$ cat config.mk
export PLATFORM = sky130hd
export DESIGN_NAME = fpc_top
export DESIGN_NICKNAME = d
export VERILOG_FILES = /design/src/fpc_pkg.sv /design/src/fpc_seq_if.sv /design/src/fpc_top.sv /design/src/fpc_seq.sv
export SDC_FILE = /design/constraint.sdc
export NUM_CORES = 1
export LEC_CHECK = 0
export BUFFER_PORTS_ARGS = -buffer_cell sky130_fd_sc_hd__buf_4
export CORE_MARGIN = 3
export CORE_UTILIZATION = 45
export CTS_BUF_LIST = sky130_fd_sc_hd__clkbuf_2 sky130_fd_sc_hd__clkbuf_4 sky130_fd_sc_hd__clkbuf_8
export DETAILED_ROUTE_END_ITERATION = 12
export PLACE_DENSITY = 0.77
export SYNTH_ARGS = -nofsm -noshare
export SYNTH_HDL_FRONTEND = slang
export SYNTH_SLANG_ARGS = --single-unit
$ cat constraint.sdc
create_clock -name mclk_i -period 2.22 [get_ports mclk_i]
set_input_delay 0.222 -clock mclk_i [delete_from_list [all_inputs] [get_ports mclk_i]]
set_output_delay 0.222 -clock mclk_i [all_outputs]
set_load 0.01 [all_outputs]
$ cat src/fpc_pkg.sv
// Constants, types and helpers shared by the flash program control block
// How it works
// - Start bit accepts a one only with write enable set and unlock just done.
// - Start launches the chosen operation; hardware clears start bit when finished.
// - Device reset returns only the write-enable and low-voltage status bits of the control register.
// - Write enable permits start writes and switches on the low-voltage detector.
// - Write-error flag is set by hardware when program or erase fails.
// - Low-voltage error flag set on low supply during an operation, detector enabled.
// - Low-voltage status follows the detector live while the detector is enabled.
// - Operation select field is writable only while write enable is zero.
// - Code 0001 programs one word unless that location is protected.
// - Code 0011 programs one row unless that row is protected.
// - Code 0100 erases one page unless that page is protected.
// - Code 0101 erases the whole array only when no page is protected.
// - Both error flags clear only by starting an operation with code zero.
package fpc_pkg;
    localparam logic [7:0] ADR_CTRL = 8'h00;
    localparam logic [7:0] ADR_KEY = 8'h04;
    localparam logic [7:0] ADR_STAT = 8'h08;
    localparam logic [7:0] ADR_MASK = 8'h0c;
    localparam int BIT_START = 15;
    localparam int BIT_FLASH_WRITE_ENABLE = 14;
    localparam int BIT_WERR = 13;
    localparam int BIT_LVERR = 12;
    localparam int BIT_LVSTAT = 11;
    localparam logic [3:0] OP_CLEAR = 4'h0;
    localparam logic [3:0] OP_WORD = 4'h1;
    localparam logic [3:0] OP_ROW = 4'h3;
    localparam logic [3:0] OP_PAGE = 4'h4;
    localparam logic [3:0] OP_FULL = 4'h5;
    localparam logic [1:0] CMD_WORD = 2'h0;
    localparam logic [1:0] CMD_ROW = 2'h1;
    localparam logic [1:0] CMD_PAGE = 2'h2;
    localparam logic [1:0] CMD_FULL = 2'h3;
    // Key values are arbitrary
    localparam logic [31:0] UNLOCK_KEY1 = 32'h0000_5a5a;
    localparam logic [31:0] UNLOCK_KEY2 = 32'h0000_a5a5;
    localparam int EV_DONE = 0;
    localparam int EV_WERR = 1;
    localparam int EV_LVERR = 2;
    localparam int EV_W = 3;
    localparam logic [EV_W-1:0] EV_RESET = 3'h0;
    localparam logic [31:0] DAT_RESET = 32'h0000_0000;
    localparam logic [1:0] KEY_IDLE = 2'h0;
    localparam logic [1:0] KEY_HALF = 2'h1;
    localparam logic [1:0] KEY_OPEN = 2'h2;

    typedef enum logic [3:0] {
        SEQ_IDLE = 4'b0001,
        SEQ_CHECK = 4'b0010,
        SEQ_RUN = 4'b0100,
        SEQ_DONE = 4'b1000
    } fpc_seq_state_e;

    // True for codes that touch the array
    function automatic logic fpc_op_real(input logic [3:0] op);
        fpc_op_real = (op == OP_WORD) || (op == OP_ROW) || (op == OP_PAGE) || (op == OP_FULL);
    endfunction : fpc_op_real

    function automatic logic [1:0] fpc_op_cmd(input logic [3:0] op);
        if (op == OP_ROW)
            fpc_op_cmd = CMD_ROW;
        else if (op == OP_PAGE)
            fpc_op_cmd = CMD_PAGE;
        else if (op == OP_FULL)
            fpc_op_cmd = CMD_FULL;
        else
            fpc_op_cmd = CMD_WORD;
    endfunction : fpc_op_cmd
endpackage : fpc_pkg

$ cat src/fpc_seq_if.sv
// Link between register front end and operation sequencer
`timescale 1ns/1ns
interface fpc_seq_if;
    logic start;
    logic [3:0] op;
    logic lv_abort;
    logic done;
    logic fail;
    logic arr_req;
    logic [1:0] arr_cmd;
    logic arr_ack;
    logic arr_err;
    logic tgt_prot;
    logic any_prot;

    modport ctl (output start, op, lv_abort, arr_ack, arr_err, tgt_prot, any_prot,
                 input done, fail, arr_req, arr_cmd);
    modport seq (input start, op, lv_abort, arr_ack, arr_err, tgt_prot, any_prot,
                 output done, fail, arr_req, arr_cmd);
endinterface : fpc_seq_if

$ cat src/fpc_top.sv
// Flash program control: register front end, unlock, error flags, interrupt
`timescale 1ns/1ns
module fpc_top (
    input wire logic mclk_i,              // System clock, 250 MHz
    input wire logic rst_n_i,             // Device reset, active low
    input wire logic por_n_i,             // Power-on reset, active low
    input wire logic wb_cyc_i,            // Wishbone cycle
    input wire logic wb_stb_i,            // Wishbone strobe
    input wire logic wb_we_i,             // Wishbone write
    input wire logic [7:0] wb_adr_i,      // Wishbone byte address
    input wire logic [3:0] wb_sel_i,      // Wishbone byte selects
    input wire logic [31:0] wb_dat_i,     // Wishbone write data
    output logic [31:0] wb_dat_o,         // Wishbone read data
    output logic wb_ack_o,                // Wishbone acknowledge
    output logic flash_req_o,             // Array operation request, held
    output logic [1:0] flash_cmd_o,       // Array command
    input wire logic flash_ack_i,         // Array finished, pulse
    input wire logic flash_err_i,         // Array failure, with ack
    input wire logic target_protected_i,  // Target location protected
    input wire logic any_protected_i,     // Some page protected
    input wire logic low_voltage_i,       // Detector raw output
    output logic lvd_enable_o,            // Low-voltage detector enable
    output logic irq_o                    // Interrupt, level
);
    import fpc_pkg::*;

    // Survives device reset
    typedef struct packed {
        logic start;
        logic [3:0] flash_op_select;
        logic flash_write_error;
        logic low_voltage_error;
    } fpc_keep_s;

    // Cleared by device reset
    typedef struct packed {
        logic ack;
        logic [31:0] dat;
        logic flash_write_enable;
        logic [1:0] key;
        logic low_voltage_status;
        logic [EV_W-1:0] stat;
        logic [EV_W-1:0] mask;
        logic irq;
    } fpc_dev_s;

    fpc_keep_s k_reg;
    fpc_keep_s k_next;
    fpc_dev_s d_reg;
    fpc_dev_s d_next;
    fpc_seq_if sq ();

    logic req;
    logic wr_edge;
    logic wr_ctrl;
    logic launch;
    logic [31:0] ctrl_view;
    logic [EV_W-1:0] ev;

    fpc_seq u_seq (
        .mclk_i(mclk_i),
        .por_n_i(por_n_i),
        .sq(sq)
    );

    // detector only armed with write enable
    assign sq.lv_abort = low_voltage_i & d_reg.flash_write_enable;
    assign sq.arr_ack = flash_ack_i;
    assign sq.arr_err = flash_err_i;
    assign sq.tgt_prot = target_protected_i;
    assign sq.any_prot = any_protected_i;
    assign sq.op = k_reg.flash_op_select;
    assign sq.start = launch;

    assign req = wb_cyc_i & wb_stb_i;
    // Writes land on the edge where the master sees ack
    assign wr_edge = req & wb_we_i & d_reg.ack;
    assign wr_ctrl = wr_edge && (wb_adr_i == ADR_CTRL) && wb_sel_i[1];
    // start needs enable, fresh unlock, idle
    assign launch = wr_ctrl && wb_dat_i[BIT_START] && d_reg.flash_write_enable
                    && (d_reg.key == KEY_OPEN) && !k_reg.start;

    always_comb
    begin
        ctrl_view = DAT_RESET;
        ctrl_view[BIT_START] = k_reg.start;
        ctrl_view[BIT_FLASH_WRITE_ENABLE] = d_reg.flash_write_enable;
        ctrl_view[BIT_WERR] = k_reg.flash_write_error;
        ctrl_view[BIT_LVERR] = k_reg.low_voltage_error;
        ctrl_view[BIT_LVSTAT] = d_reg.low_voltage_status;
        ctrl_view[3:0] = k_reg.flash_op_select;
    end

    always_comb
    begin
        k_next = k_reg;
        d_next = d_reg;
        ev = EV_RESET;
        d_next.ack = req & ~d_reg.ack;
        if (req && !d_reg.ack && !wb_we_i)
        begin
            if (wb_adr_i == ADR_CTRL)
                d_next.dat = ctrl_view;
            else if (wb_adr_i == ADR_STAT)
                d_next.dat = {29'h0, d_reg.stat};
            else if (wb_adr_i == ADR_MASK)
                d_next.dat = {29'h0, d_reg.mask};
            else
                d_next.dat = DAT_RESET;
        end
        // Unlock holds only for the very next write
        if (wr_edge)
        begin
            if (wb_adr_i == ADR_KEY && wb_sel_i == 4'hf && wb_dat_i == UNLOCK_KEY1)
                d_next.key = KEY_HALF;
            else if (wb_adr_i == ADR_KEY && wb_sel_i == 4'hf && wb_dat_i == UNLOCK_KEY2
                     && d_reg.key == KEY_HALF)
                d_next.key = KEY_OPEN;
            else
                d_next.key = KEY_IDLE;
        end
        if (wr_ctrl)
            d_next.flash_write_enable = wb_dat_i[BIT_FLASH_WRITE_ENABLE];
        if (wr_edge && wb_adr_i == ADR_CTRL && wb_sel_i[0] && !d_reg.flash_write_enable)
            k_next.flash_op_select = wb_dat_i[3:0];
        if (wr_edge && wb_adr_i == ADR_MASK && wb_sel_i[0])
            d_next.mask = wb_dat_i[EV_W-1:0];
        // set on launch, cleared by completion
        if (launch)
            k_next.start = 1'b1;
        else if (sq.done)
            k_next.start = 1'b0;
        // clear both flags on code zero start
        if (launch && k_reg.flash_op_select == OP_CLEAR)
        begin
            k_next.flash_write_error = 1'b0;
            k_next.low_voltage_error = 1'b0;
        end
        if (sq.done && sq.fail)
            k_next.flash_write_error = 1'b1;
        if (k_reg.start && sq.lv_abort)
            k_next.low_voltage_error = 1'b1;
        d_next.low_voltage_status = sq.lv_abort;
        ev[EV_DONE] = sq.done;
        ev[EV_WERR] = k_next.flash_write_error & ~k_reg.flash_write_error;
        ev[EV_LVERR] = k_next.low_voltage_error & ~k_reg.low_voltage_error;
        // Set wins over a same-cycle clear
        if (wr_edge && wb_adr_i == ADR_STAT && wb_sel_i[0])
            d_next.stat = (d_reg.stat & ~wb_dat_i[EV_W-1:0]) | ev;
        else
            d_next.stat = d_reg.stat | ev;
        d_next.irq = |(d_next.stat & d_next.mask);
    end

    always_ff @(posedge mclk_i or negedge por_n_i)
    begin
        if (!por_n_i)
            k_reg <= '{start: 1'b0, flash_op_select: OP_CLEAR, flash_write_error: 1'b0, low_voltage_error: 1'b0};
        else
            k_reg <= k_next;
    end

    // only this group sees device reset
    always_ff @(posedge mclk_i or negedge rst_n_i)
    begin
        if (!rst_n_i)
            d_reg <= '{ack: 1'b0, dat: DAT_RESET, flash_write_enable: 1'b0, key: KEY_IDLE,
                       low_voltage_status: 1'b0, stat: EV_RESET, mask: EV_RESET, irq: 1'b0};
        else
            d_reg <= d_next;
    end

    assign wb_ack_o = d_reg.ack;
    assign wb_dat_o = d_reg.dat;
    assign lvd_enable_o = d_reg.flash_write_enable;
    assign irq_o = d_reg.irq;
    assign flash_req_o = sq.arr_req;
    assign flash_cmd_o = sq.arr_cmd;

    property p_start_gate;
        @(posedge mclk_i) disable iff (!rst_n_i || !por_n_i)
        $rose(k_reg.start) |-> $past(d_reg.flash_write_enable) && $past(d_reg.key) == KEY_OPEN;
    endproperty
    a_start_gate: assert property (p_start_gate) else $error("start set without enable and unlock");

    property p_start_clear;
        @(posedge mclk_i) disable iff (!rst_n_i || !por_n_i)
        sq.done |=> !k_reg.start;
    endproperty
    a_start_clear: assert property (p_start_clear) else $error("start bit not cleared after completion");

    property p_nop_finish;
        @(posedge mclk_i) disable iff (!rst_n_i || !por_n_i)
        (launch && !fpc_op_real(k_reg.flash_op_select)) |=> k_reg.start ##2 !k_reg.start;
    endproperty
    a_nop_finish: assert property (p_nop_finish) else $error("no-op did not finish in two cycles");

    property p_keep_over_reset;
        @(posedge mclk_i) disable iff (!por_n_i)
        $fell(rst_n_i) |=> k_reg.flash_op_select == $past(k_reg.flash_op_select, 2) || $past(k_reg.start, 2);
    endproperty
    a_keep_over_reset: assert property (p_keep_over_reset) else $error("op select lost on device reset");

    property p_lvd_enable;
        @(posedge mclk_i) disable iff (!rst_n_i)
        !lvd_enable_o |=> !d_reg.low_voltage_status || lvd_enable_o;
    endproperty
    a_lvd_enable: assert property (p_lvd_enable) else $error("detector status while disabled");

    property p_werr_set;
        @(posedge mclk_i) disable iff (!rst_n_i || !por_n_i)
        (sq.done && sq.fail) |=> k_reg.flash_write_error
            && (d_reg.stat[EV_WERR] || $past(k_reg.flash_write_error));
    endproperty
    a_werr_set: assert property (p_werr_set) else $error("write error not flagged on failure");

    property p_lverr_set;
        @(posedge mclk_i) disable iff (!rst_n_i || !por_n_i)
        (k_reg.start && low_voltage_i && d_reg.flash_write_enable) |=> k_reg.low_voltage_error;
    endproperty
    a_lverr_set: assert property (p_lverr_set) else $error("low-voltage error missed");

    property p_lvstat_live;
        @(posedge mclk_i) disable iff (!rst_n_i)
        ##1 d_reg.low_voltage_status == $past(low_voltage_i & d_reg.flash_write_enable);
    endproperty
    a_lvstat_live: assert property (p_lvstat_live) else $error("status does not track detector");

    property p_op_frozen;
        @(posedge mclk_i) disable iff (!rst_n_i || !por_n_i)
        d_reg.flash_write_enable |=> $stable(k_reg.flash_op_select);
    endproperty
    a_op_frozen: assert property (p_op_frozen) else $error("op select changed while enabled");

    property p_err_clear_only;
        @(posedge mclk_i) disable iff (!rst_n_i || !por_n_i)
        $fell(k_reg.flash_write_error) |-> $past(launch) && $past(k_reg.flash_op_select) == OP_CLEAR;
    endproperty
    a_err_clear_only: assert property (p_err_clear_only) else $error("error flag cleared without code zero");

    property p_ack_one;
        @(posedge mclk_i) disable iff (!rst_n_i)
        (req && !wb_ack_o) |=> wb_ack_o ##1 !wb_ack_o;
    endproperty
    a_ack_one: assert property (p_ack_one) else $error("ack not a single cycle after request");

    property p_irq_level;
        @(posedge mclk_i) disable iff (!rst_n_i)
        ##1 irq_o == |($past(d_next.stat) & $past(d_next.mask));
    endproperty
    a_irq_level: assert property (p_irq_level) else $error("interrupt does not follow status and mask");

    property p_key_shut;
        @(posedge mclk_i) disable iff (!rst_n_i)
        (wr_edge && wb_adr_i != ADR_KEY) |=> d_reg.key == KEY_IDLE;
    endproperty
    a_key_shut: assert property (p_key_shut) else $error("unlock kept");

    property p_req_held;
        @(posedge mclk_i) disable iff (!por_n_i)
        (flash_req_o && !flash_ack_i && !sq.lv_abort) |=> flash_req_o;
    endproperty
    a_req_held: assert property (p_req_held) else $error("request dropped");

    property p_lv_cut;
        @(posedge mclk_i) disable iff (!rst_n_i || !por_n_i)
        (flash_req_o && sq.lv_abort) |=> !flash_req_o && k_reg.low_voltage_error;
    endproperty
    a_lv_cut: assert property (p_lv_cut) else $error("supply cut missed");

    property p_err_wipe;
        @(posedge mclk_i) disable iff (!rst_n_i || !por_n_i)
        (launch && k_reg.flash_op_select == OP_CLEAR) |=> !k_reg.flash_write_error && !k_reg.low_voltage_error;
    endproperty
    a_err_wipe: assert property (p_err_wipe) else $error("flags not wiped");

    property p_tgt_block;
        @(posedge mclk_i) disable iff (!rst_n_i || !por_n_i)
        (launch && fpc_op_real(k_reg.flash_op_select) && k_reg.flash_op_select != OP_FULL) ##1 target_protected_i
            |=> !flash_req_o && sq.fail;
    endproperty
    a_tgt_block: assert property (p_tgt_block) else $error("protected target run");

    property p_row_cmd;
        @(posedge mclk_i) disable iff (!rst_n_i || !por_n_i)
        (launch && k_reg.flash_op_select == OP_ROW) ##1 !target_protected_i
            |=> flash_req_o && flash_cmd_o == CMD_ROW;
    endproperty
    a_row_cmd: assert property (p_row_cmd) else $error("row command wrong");

    c_launch_real: cover property (@(posedge mclk_i) disable iff (!rst_n_i) launch && fpc_op_real(k_reg.flash_op_select));
    c_array_done: cover property (@(posedge mclk_i) disable iff (!rst_n_i) flash_req_o && flash_ack_i);
    c_lv_abort: cover property (@(posedge mclk_i) disable iff (!rst_n_i) flash_req_o && sq.lv_abort);
    c_clear_errs: cover property (@(posedge mclk_i) disable iff (!rst_n_i) $fell(k_reg.low_voltage_error));
    c_refused: cover property (@(posedge mclk_i) disable iff (!rst_n_i)
        sq.done && sq.fail);
endmodule : fpc_top

$ cat src/fpc_seq.sv
// Operation sequencer driving the flash array request
`timescale 1ns/1ns
module fpc_seq (
    input wire logic mclk_i,     // System clock
    input wire logic por_n_i,    // Power-on reset, active low
    fpc_seq_if.seq sq            // Control link
);
    import fpc_pkg::*;

    typedef struct packed {
        fpc_seq_state_e state;
        logic [3:0] op;
        logic arr_req;
        logic [1:0] arr_cmd;
        logic done;
        logic fail;
    } fpc_seq_s;

    fpc_seq_s s_reg;
    fpc_seq_s s_next;

    always_comb
    begin
        s_next = s_reg;
        s_next.done = 1'b0;
        case (s_reg.state)
            SEQ_IDLE:
            begin
                s_next.fail = 1'b0;
                if (sq.start)
                begin
                    s_next.op = sq.op;
                    s_next.state = SEQ_CHECK;
                end
            end
            SEQ_CHECK:
            begin
                s_next.state = SEQ_DONE;
                s_next.done = 1'b1;
                if (!fpc_op_real(s_reg.op))
                    s_next.fail = 1'b0;
                else if (s_reg.op == OP_FULL && sq.any_prot)
                    s_next.fail = 1'b1;
                else if (s_reg.op != OP_FULL && sq.tgt_prot)
                    s_next.fail = 1'b1;
                else
                begin
                    s_next.done = 1'b0;
                    s_next.arr_req = 1'b1;
                    s_next.arr_cmd = fpc_op_cmd(s_reg.op);
                    s_next.state = SEQ_RUN;
                end
            end
            SEQ_RUN:
            begin
                // Low supply aborts rather than risk a half-written cell
                if (sq.lv_abort || sq.arr_ack)
                begin
                    s_next.arr_req = 1'b0;
                    s_next.done = 1'b1;
                    s_next.fail = sq.lv_abort | sq.arr_err;
                    s_next.state = SEQ_DONE;
                end
            end
            default:
                s_next.state = SEQ_IDLE;
        endcase
    end

    always_ff @(posedge mclk_i or negedge por_n_i)
    begin
        if (!por_n_i)
            s_reg <= '{state: SEQ_IDLE, op: OP_CLEAR, arr_req: 1'b0, arr_cmd: CMD_WORD, done: 1'b0, fail: 1'b0};
        else
            s_reg <= s_next;
    end

    assign sq.done = s_reg.done;
    assign sq.fail = s_reg.fail;
    assign sq.arr_req = s_reg.arr_req;
    assign sq.arr_cmd = s_reg.arr_cmd;

    property p_prot_no_req;
        @(posedge mclk_i) disable iff (!por_n_i)
        (s_reg.state == SEQ_CHECK && s_reg.op == OP_FULL && sq.any_prot) |=> !s_reg.arr_req && s_reg.fail;
    endproperty
    a_prot_no_req: assert property (p_prot_no_req) else $error("full erase issued with protected page");

    property p_nop_quiet;
        @(posedge mclk_i) disable iff (!por_n_i)
        (s_reg.state == SEQ_CHECK && !fpc_op_real(s_reg.op)) |=> s_reg.done && !s_reg.arr_req && !s_reg.fail;
    endproperty
    a_nop_quiet: assert property (p_nop_quiet) else $error("no-op code touched the array");
endmodule : fpc_seq

---- Word level (Yosys, flattened, before mapping) ----
Cells that the tools add are included.
word-level totals
  output and inout port bits .............. 38
  register bits ........................... 64
  logic and storage cells ................. 132
  bits of input ports ..................... 55
cells by class
  eq/ne operators ......................... 22
  multiplexer cells ....................... 32
  bitwise gates (word level) .............. 18
  reduce and logical (&&, ||, !) cells .... 42
operators with widths
  kind                                             count
  == test 32 x 15 -> 1 bit, second input constant  1
  == test 32 x 16 -> 1 bit, second input constant  1
  2-to-1 mux 4 bit                                 7
  logical AND 1 bit                                23
  == test 8 x 4 -> 1 bit, second input constant    2
  2-to-1 mux 16 bit                                1
  2-to-1 mux 2 bit                                 7
  == test 4 x 3 -> 1 bit, second input constant    3
  2-to-1 mux 3 bit                                 4
  one-hot mux 4 bit (3 select lines)               1
  == test 4 x 1 -> 1 bit, second input constant    2
  == test 4 x 2 -> 1 bit, second input constant    2
  == test 8 x 3 -> 1 bit, second input constant    1
  zero test 8 bit                                  1
  2-to-1 mux 1 bit                                 8
  2-to-1 mux 8 bit                                 1
  bitwise AND 1 bit                                7
  bitwise AND 3 bit                                2
  inequality test 2 bit, second input constant     3
  bitwise OR 3 bit                                 2
  NOT 1 bit                                        5
  AND reduction 5 bit                              1
  == test 4 bit, second input constant             1
  zero test 1 bit                                  4
  other kinds (17)                                 24

---- Logic depth before layout (Yosys ltp) ----
Gate-level depths: netlist (run 1).
  depth after elaboration ................. 17
  gate-level depth with buffers ........... 7

---- Cells and area by module ----
Synthesis (run 1) repeated with hierarchy kept, for this count alone.
second synthesis, totals
  cell total of the unflattened synthesis .. 218
  area total of the unflattened synthesis .. 2322.2 um^2
modules (own cells, without submodules)
  module   instances  cells an instance  area each (um^2)  sequential area each (um^2)
  fpc_top  1          156                1636.6            700.7
  fpc_seq  1          62                 685.7             326.6

---- Least setup slack after synthesis (run 1) ----
No wires, ideal clock.
  path kind ............................... input to register
  start ................................... in wb_adr_i[7]
  end ..................................... reg d_reg, in the netlist irq_o
  data arrival time ....................... 1970 ps
  cell stages on the path ................. 6
  buffers on the path ..................... 1
  setup slack ............................. 124 ps
  library setup time ...................... 126 ps
  path through ............................ or4_4 -> buf_6 -> nor4_2 -> mux2_2 -> o21a_1 -> a221o_1
RTL lines
  item                  line            RTL
  start, declared       fpc_top.sv:10   input wire logic [7:0] wb_adr_i,
  end signal, assigned  fpc_top.sv:167  d_reg <= '{ack: 1'b0, dat: DAT_RESET, flash_write_enable: 1'b0, key: KEY_IDLE,
  end signal, assigned  fpc_top.sv:170  d_reg <= d_next;
  end, declared         fpc_top.sv:49   fpc_dev_s d_reg;

---- Final worst setup path (run 1) ----
  start ................................... reg u_seq.s_reg[12] in the netlist's numbering
  end ..................................... reg u_seq.s_reg, in the netlist u_seq.sq.fail
on the way
  cells in the longest elaborated chain, start to end .. 3
ends and longest elaborated chain
  item                                                     line           RTL
  start, declared                                          fpc_seq.sv:19  fpc_seq_s s_reg;
  start signal, assigned                                   fpc_seq.sv:73  s_reg <= '{state: SEQ_IDLE, op: OP_CLEAR, arr_req: 1'b0, arr_cmd: CMD_WORD, done: 1'b0, fail: 1'b0};
  start signal, assigned                                   fpc_seq.sv:75  s_reg <= s_next;
  == test 4 x 2 -> 1 bit (tied with other cells)           fpc_seq.sv:26  case (s_reg.state)
  inequality test 4 bit (no line) (tied with other cells)  --
  AND reduction 3 bit (no line)                            --
Several ways; a longest one is shown, not always the timed one.
A chain may end at the register's enable or synchronous reset.

==> results_dict.tcl, run 1 <==
set metrics [dict create \
    period_share_pct 92.03 \
    power_mw 1.385 \
    synth_top_cells_by_area "dfrtp_1 44%, buf_4 11%, mux2_2 5.0%" \
    rows 25 \
    wl_um 4845 \
    post_cts_buffers 0 \
    async_flop_share_pct 100.0 \
    rsz0062_at_grt "false" \
    maxSlewViolCount 0 \
    skew_ps 5.487 \
    final_common_cell "buf_4" \
    coreArea_mm2 0.004817 \
    cp_cell_sequence "or4b_2, or3_1, nand4b_1, mux2_2" \
    r2r_end "u_seq.sq.fail" \
    clock.fmax_ghz 0.4895 \
    nets 340 \
    grt.met2_usage_pct 27.18 \
    ioPinCount 93 \
    drtIter0Drc 108 \
    grt_overflow_total 0 \
    dr.pass1.iters 4 \
    crit_buf_inv 0 \
    peakVddDrop_mv 0.2493 \
    drcViolationCount 0 \
    cts_hold_buf 2 \
    ys_types 50 \
    avgSynthCellArea_um2 10.48 \
    ff2ff_path_depth 4 \
    clock_latency_ps 290 \
    arrival_ps 2230 \
    die_w_um 77.08 \
    synth_ff_type "dfrtp_1" \
    use_met3_pct 3.052 \
    grt_use_met1_pct 22.09 \
    drtAntennaViolNets 0 \
    rrSetupSlack_ps 180 \
    synth_top_area_share_pct 44.03 \
    cp-end-kind "register" \
    min_period_ps 2043 \
    wl_per_cell_um 13.73 \
    seq_power_share_pct 54.4 \
    required_ps 2400 \
    synth-seq-cells 41 \
    start_util_pct 47.19 \
    drive_gt1_share_pct 36.71 \
    pwr-share-clk_pct 34.2 \
    htree_levels 2 \
    crit_end "u_seq.sq.fail" \
    critPathMaxFanout 6 \
    grt_pass1_wl_um 8073 \
    hold_viol_final 0 \
    crit_start "u_seq.s_reg[12]" \
    die_h_um 77.08 \
    top_usage_layer "met2" \
    fin_area_mm2 0.002834 \
    final_cell_mix "76 x buf_4, 40 x dfrtp_1, 23 x conb_1, 20 x nand2_1, 11 x nor2_1" \
    swShare_pct 23.30 \
    p_sw_mw 0.3228 \
    port_buffers 69 \
    clk_pin_slew_worst_paths_ps 80 \
    clk_root_buffer_cell "clkbuf_8" \
    clk_path_buf_depth 2 \
    grtUsageTotal_pct 16.86 \
    clock_sinks 41 \
    largest_register_ffs 9 \
    synth_top_area_cell "dfrtp_1" \
    r2r_start "u_seq.s_reg[12]" \
    cp.depth 4 \
    crit_family "simple AND/OR/NAND/NOR gates" \
    syn_area_mm2 0.002273 \
    numCtsBuffers 5 \
    antennaDiodeCount 0 \
    combinationalPowerShare_pct 11.4 \
    die-area_mm2 0.005941 \
    routabilityCongestion 0.8248 \
    placed_cell_area_mm2 0.002728 \
    area_growth_pct 24.66 \
    cap_violations 0 \
    leakagePower_nw 1.413 \
    num_vias 1816 \
    cts-resized-gates 0 \
    crit_path_start_kind "register" \
    yosysSeqAreaShare_pct 45.18 \
    synthCells 217 \
    grt_max_degree 22 \
    synth_edf_count 0 \
    grt_pass1_vias 1767 \
    critical_path_class "reg2reg" \
    slowest_stage "or4b_2" \
    hpwl_um 3918 \
    power.density_mw_per_mm2 488.9 \
    antenna_found_initial 0 \
    viasPerCell 5.144 \
    slowest_delay_ps 690 \
    setup_viol 0 \
    n_fill_cell 432 \
    yosys_warnings 0 \
    outcome "finished clean" \
    hp-class "in2reg" \
    cts_tree "done" \
    p_int_mw 1.063 \
]
worst min-delay path by stage:
stage | end | cells after the start | startpoint
3_3_place_gp | wb_dat_o[13] | 1 | rst_n_i
5_1_grt | lvd_enable_o | 2 | wb_dat_i[14]
3_5_place_dp | u_seq.sq.arr_req | 1 | por_n_i
6_report | wb_ack_o | 3 | wb_stb_i
4_1_cts | wb_ack_o | 3 | wb_stb_i
2_1_floorplan | ctrl_view[11] | 0 | rst_n_i
power groups by stage:
stage          registers, mW  logic [mW]  clock network [mW]
6_report               0.754       0.158               0.474
5_1_grt                0.754       0.175               0.515
4_1_cts                0.754       0.159               0.483
3_5_place_dp           0.768       0.156                   0
3_3_place_gp           0.768       0.154                   0
2_1_floorplan          0.769      0.0799                   0
cells in the mapped netlist (all sizes together) (2+ instances only):
library cell,number
dfrtp,40
buf,36
nand2,20
mux2,14
nor2,12
a22o,8
nor4,8
o21ai,6
nand4,5
or3,5
a31oi,4
nor3,4
nor4b,4
a21oi,3
clkbuf,3
inv,3
mux2i,3
nand2b,3
nor4bb,3
o22ai,3
o31ai,3
or4,3
nand3b,2
nand4b,2
worst reg2reg max path, cell delays in order (launching register included):
cell and delay [ps]:
dfrtp_1 420, or4b_2 690, or3_1 370, nand4b_1 120, mux2_2 340
cell families (layout without fill, tap and decap cells):
| kind of cell | after synthesis | after routing | synth area share, % |
|---|---|---|---|
| and+or+nand+nor | 79 | 79 | 21.02 |
| buffers and inverters | 42 | 89 | 12.93 |
| DFF | 41 | 41 | 45.18 |
| AOI/OAI and AO/OA | 35 | 35 | 11.01 |
| muxes | 17 | 17 | 8.916 |
| xor gates and xnor gates | 2 | 2 | 0.7706 |
| other | 1 | 23 | 0.1649 |
through the flow:
stage / utilization [%] / setup WS (ps) / TNS (ps) / hold slack [ps] / std cells
after global placement: 56.62 / -2.881 / -2.881 / 113.1 / 343
after detailed placement: 56.62 / -30.01 / -30.01 / 112.2 / 343
final: 58.83 / 177.0 / 0 / 180.6 / 353
after CTS: 58.83 / 178.4 / 0 / 176.2 / 353
after global routing: 58.83 / 81.27 / 0 / 181.2 / 353
after floorplan: - / 123.8 / 0 / -73.59 / 239
final cells by class:
cell class	instances	area (µm²)	share of cell area [%]
Inverter	3	11.26	0.3974
Clock buffer	6	76.32	2.693
Sequential cell	41	1027	36.25
Clock inverter	2	10.01	0.3532
Tap cell	67	83.83	2.958
Multi-Input combinational cell	156	1035	36.51
Timing Repair Buffer	78	590.6	20.84
routing by layer:
metal	wire length [µm]	vias up	part of all wire (%)
met5	0	-	0
met1	2162	873	45
met4	102	0	2.1
met3	234	9	4.8
li1	-	879	-
met2	2346	55	48
Power figures use the tool's default switching activity.
==> inputs of run 2 (changes only) <==
--- a/config.mk
+++ b/config.mk
@@ -7,10 +7,10 @@
 export LEC_CHECK = 0
 export BUFFER_PORTS_ARGS = -buffer_cell sky130_fd_sc_hd__buf_4
 export CORE_MARGIN = 3
-export CORE_UTILIZATION = 45
+export CORE_UTILIZATION = 33
 export CTS_BUF_LIST = sky130_fd_sc_hd__clkbuf_2 sky130_fd_sc_hd__clkbuf_4 sky130_fd_sc_hd__clkbuf_8
 export DETAILED_ROUTE_END_ITERATION = 12
-export PLACE_DENSITY = 0.77
+export PLACE_DENSITY = 0.6
 export SYNTH_ARGS = -nofsm -noshare
 export SYNTH_HDL_FRONTEND = slang
 export SYNTH_SLANG_ARGS = --single-unit
==> run 2 against run 1 <==
Clock skew shrank 1.5 ps. Via count shrank 2.0%. First-iteration DRC count shrank 44%. Critical path type unchanged. Largest power group unchanged.
==> results_dict.tcl, run 2 (synthesis gave the netlist of run 1 again) <==
set metrics [dict create \
    die_h_um 89 \
    whs_path_depth 2 \
    setup_viol 0 \
    clock_latency_ps 290 \
    min_period_ps 1977 \
    stdcell_count 364 \
    final_common_cell "buf_4" \
    clk_pin_slew_worst_paths_ps 80 \
    fin_ws_ps 242.9 \
    area_growth_pct 26.20 \
    hpwl_um 4080 \
    dr.pass1.iters 4 \
    rows 29 \
    skew_ps 4.018 \
    power_mw 1.443 \
    grtUsageTotal_pct 13.07 \
    ioPinCount 93 \
    slowest_delay_ps 390 \
    antenna_found_initial 0 \
    clock_sinks 41 \
    grt_pass1_wl_um 8017 \
    clock.fmax_ghz 0.5058 \
    cap_violations 0 \
    routabilityCongestion 0.7226 \
    required_ps 2400 \
    port_buffers 69 \
    crit_buf_inv 1 \
    post_cts_buffers 0 \
    finalSetupTns_ps 0 \
    dp_cells 354 \
    clk_root_buffer_cell "clkbuf_8" \
    hold_viol_final 0 \
    hp-class "in2reg" \
    clk_path_buf_depth 2 \
    fin_area_mm2 0.002869 \
    coreArea_mm2 0.006495 \
    grt_pass1_vias 1708 \
    outcome "finished clean" \
    crit_family "simple AND/OR/NAND/NOR gates" \
    drtAntennaViolNets 0 \
    critical_path_class "reg2reg" \
    wl_per_cell_um 13.64 \
    antennaDiodeCount 0 \
    die_w_um 89 \
    cp_cell_sequence "nand4_1, buf_4, nor4_2, mux2_2, o21a_1, a221o_1" \
    period_share_pct 89.06 \
    dp_slack_ps -5.671 \
    slowest_stage "dfrtp_1" \
    num_vias 1780 \
    maxSlewViolCount 0 \
    final_cell_mix "77 x buf_4, 40 x dfrtp_1, 23 x conb_1, 20 x nand2_1, 11 x nor2_1" \
    numCtsBuffers 5 \
    leakagePower_nw 1.422 \
    cp-end-kind "register" \
    grt_max_degree 22 \
    drtIter0Drc 61 \
    drcViolationCount 0 \
    ff2ff_path_depth 6 \
    peakVddDrop_mv 0.1929 \
    arrival_ps 2160 \
    start_util_pct 35.00 \
    rsz0062_at_grt "false" \
    fin_hold_ws_ps 180.2 \
    critPathMaxFanout 7 \
    nets 341 \
    drive_gt1_share_pct 36.93 \
    wl_um 4966 \
    die-area_mm2 0.007921 \
    crit_path_start_kind "register" \
    cp.depth 6 \
    largest_register_ffs 9 \
    utilization_pct 44.17 \
    cts_tree "done" \
    power.density_mw_per_mm2 503.0 \
    viasPerCell 4.890 \
    placed_cell_area_mm2 0.002748 \
    htree_levels 2 \
    grt_overflow_total 0 \
]
## run 2: cell count changes in the layout (fill, tap and decap cells not counted), sizes merged
cell    change
clkinv      -1
clkbuf      +1
buf         +1
## run 2: report_power, final
group	leakage, nW	internal (mW)	total (mW)	switching [mW]
clock network	0.0542	0.281	0.532	0.251
logic	0.811	0.0824	0.158	0.0754
registers	0.557	0.751	0.754	0.00280
total	1.42	1.11	1.44	0.329
## run 2: final timing paths
| path | startpoint | slack [ps] | endpoint |
|---|---|---|---|
| setup reg to reg | wb_ack_o | 240 | irq_o |
| max in group asynchronous | por_n_i | 1620 | u_seq.s_reg[9] |
| setup / recovery | wb_ack_o | 240 | irq_o |
| min in group asynchronous | por_n_i | 330 | u_seq.sq.arr_req |
| hold / removal | wb_dat_i[3] | 180 | sq.op[3] |
| hold reg to reg | ctrl_view[11] | 480 | wb_dat_o[11] |
## run 2: final cells by class
type / instances / area [µm²]
clock buffer: 7 / 96.34
multi-input combinational: 156 / 1035
sequential: 41 / 1027
timing repair buffer: 79 / 598.1
clock inverter: 1 / 5.005
inverter: 3 / 11.26
fill: 642 / 3626
tap: 77 / 96.34
## run 2: metal layers
metal,vias to the layer above,global-route usage (%),wire length [µm]
met5,-,0,0
met4,0,4.871,76
met3,6,3.318,266
met2,54,20.04,2348
li1,886,-,-
met1,834,17.85,2274
## run 2: worst reg2reg max path, stage by stage, from the launching register on
cell and delay (ps):
dfrtp_1 390, nand4_1 140, buf_4 190, nor4_2 380, mux2_2 390, o21a_1 100, a221o_1 260
## run 2: what timing repair did
item	CTS	global route
hold buffers	2	0
gates resized for setup	0	0
endpoints found under the hold margin	40	0
==> inputs of run 3 (changes only) <==
--- a/config.mk
+++ b/config.mk
@@ -11,6 +11,7 @@
 export CTS_BUF_LIST = sky130_fd_sc_hd__clkbuf_2 sky130_fd_sc_hd__clkbuf_4 sky130_fd_sc_hd__clkbuf_8
 export DETAILED_ROUTE_END_ITERATION = 12
 export PLACE_DENSITY = 0.6
+export SETUP_SLACK_MARGIN = 0.3
 export SYNTH_ARGS = -nofsm -noshare
 export SYNTH_HDL_FRONTEND = slang
 export SYNTH_SLANG_ARGS = --single-unit
==> run 3 against run 2 <==
Die area is the same. Critical path type is now in2reg. Sequential cell count is the same. Largest cell class unchanged. First-iteration DRC count grew 18%. Maximum frequency grew 4.6%. Wire length grew 7.2%. Sequential share of layout area shrank 1.2 points. Cell count grew 1.4%. Critical endpoint unchanged.
==> results_dict.tcl, run 3 (synthesis gave the netlist of run 1 again) <==
set metrics [dict create \
    cp-end-kind "register" \
    drtIter0Drc 72 \
    antennaDiodeCount 0 \
    clock_latency_ps 290 \
    die-area_mm2 0.007921 \
    start_util_pct 35.00 \
    hpwl_um 4330 \
    critical_path_class "in2reg" \
    maxSlewViolCount 0 \
    r2r_start "u_seq.s_reg[11]" \
    largest_register_ffs 9 \
    crit_family "simple AND/OR/NAND/NOR gates" \
    viasPerCell 4.932 \
    leakagePower_nw 1.483 \
    drtAntennaViolNets 0 \
    die_h_um 89 \
    cts_tree "done" \
    num_vias 1820 \
    required_ps 2390 \
    rows 29 \
    skew_ps 5.585 \
    wl_um 5326 \
    wl_per_cell_um 14.43 \
    coreArea_mm2 0.006495 \
    cp.depth 6 \
    outcome "finished clean" \
    rsz0062_at_grt "true" \
    grt_pass1_wl_um 8376 \
    area_growth_pct 30.99 \
    dr.pass1.iters 4 \
    setup_viol 0 \
    die_w_um 89 \
    power.density_mw_per_mm2 518.9 \
    crit_path_start_kind "primary input" \
    antenna_found_initial 0 \
    clk_path_buf_depth 2 \
    clock_sinks 41 \
    final_cell_mix "82 x buf_4, 38 x dfrtp_1, 23 x conb_1, 20 x nand2_1, 11 x nor2_1" \
    finalSetupTns_ps 0 \
    rrSetupSlack_ps 340 \
    min_period_ps 1890 \
    numCtsBuffers 5 \
    cap_violations 0 \
    slowest_delay_ps 610 \
    hold_viol_final 0 \
    fin_hold_ws_ps 187.5 \
    crit_end "irq_o" \
    clk_pin_slew_worst_paths_ps 80 \
    grtUsageTotal_pct 13.55 \
    port_buffers 69 \
    clock.fmax_ghz 0.5292 \
    nets 346 \
    ioPinCount 93 \
    n_fill_cell 601 \
    critPathMaxFanout 4 \
    final_common_cell "buf_4" \
    power_mw 1.545 \
    crit_buf_inv 1 \
    ff2ff_path_depth 5 \
    hp-class "in2reg" \
    slowest_stage "or4_4" \
    arrival_ps 2060 \
    grt_max_degree 22 \
    grt_overflow_total 0 \
    r2r_end "u_seq.sq.fail" \
    htree_levels 2 \
    grt_pass1_vias 1791 \
    crit_start "wb_adr_i[7]" \
    peakVddDrop_mv 0.2950 \
    routabilityCongestion 0.7409 \
    drcViolationCount 0 \
    clk_root_buffer_cell "clkbuf_8" \
    period_share_pct 85.12 \
    drive_gt1_share_pct 40.41 \
    cp_cell_sequence "buf_4, or4_4, nor4_4, mux2_2, o21a_1, a221o_1" \
]
## run 3: changes by cell type in the layout (fill, tap and decap cells not counted), moves of 2 or more
cell,previous run,this run
buf_4,77,82
dfrtp_1,40,38
dfrtp_2,0,2
nor4_4,0,2
or3_1,5,3
or3_4,0,2
## run 3: cell type report
class | instances | area (µm²) | share of cell area (%)
multi-input combinational | 156 | 1085 | 36.43
sequential | 41 | 1030 | 34.58
timing repair buffer | 84 | 635.6 | 21.34
tap | 77 | 96.34 | 3.235
clock buffer | 7 | 90.09 | 3.025
clock inverter | 1 | 30.03 | 1.008
inverter | 3 | 11.26 | 0.3782
## run 3: worst min path at each step
stage	start	endpoint	cells after the start
after CTS	wb_dat_i[3]	sq.op[3]	2
after detailed placement	por_n_i	u_seq.sq.arr_req	1
after floorplan	rst_n_i	ctrl_view[11]	0
after global placement	por_n_i	u_seq.sq.arr_req	1
final	wb_dat_i[3]	sq.op[3]	2
after global routing	wb_dat_i[3]	sq.op[3]	2
## run 3: what timing repair did
action                     CTS  global route
hold buffers                 2             0
setup endpoints to repair    6             6
resized for setup            2             7
pin swaps                    3             3
hold endpoints to repair    40             0
buffers inserted             2             2
## run 3: layer usage
layer	wire (µm)	part of all wire, %	track usage [%]
met1	2394	45	18.65
met2	2609	49	21.39
met3	258	4.8	2.857
met4	63	1.2	4.330
met5	0	0	0
## run 3: through the flow
stage | cell area [µm²] | worst slack [ps] | instances | util, %
floorplan | 2365 | 175.8 | 239 | -
global placement | 2764 | 36.35 | 355 | 42.55
detailed placement | 2764 | -7.395 | 355 | 42.55
CTS | 2929 | 279.7 | 367 | 45.10
global route | 2978 | 273.5 | 369 | 45.85
finish | 2978 | 330.3 | 369 | 45.85
## run 3: power breakdown
group	switching, mW	internal (mW)	leakage [nW]	total (mW)
Combinational	0.0796	0.0828	0.868	0.162
Clock	0.250	0.379	0.0619	0.629
Sequential	0.00292	0.751	0.553	0.754
Total	0.333	1.21	1.48	1.55
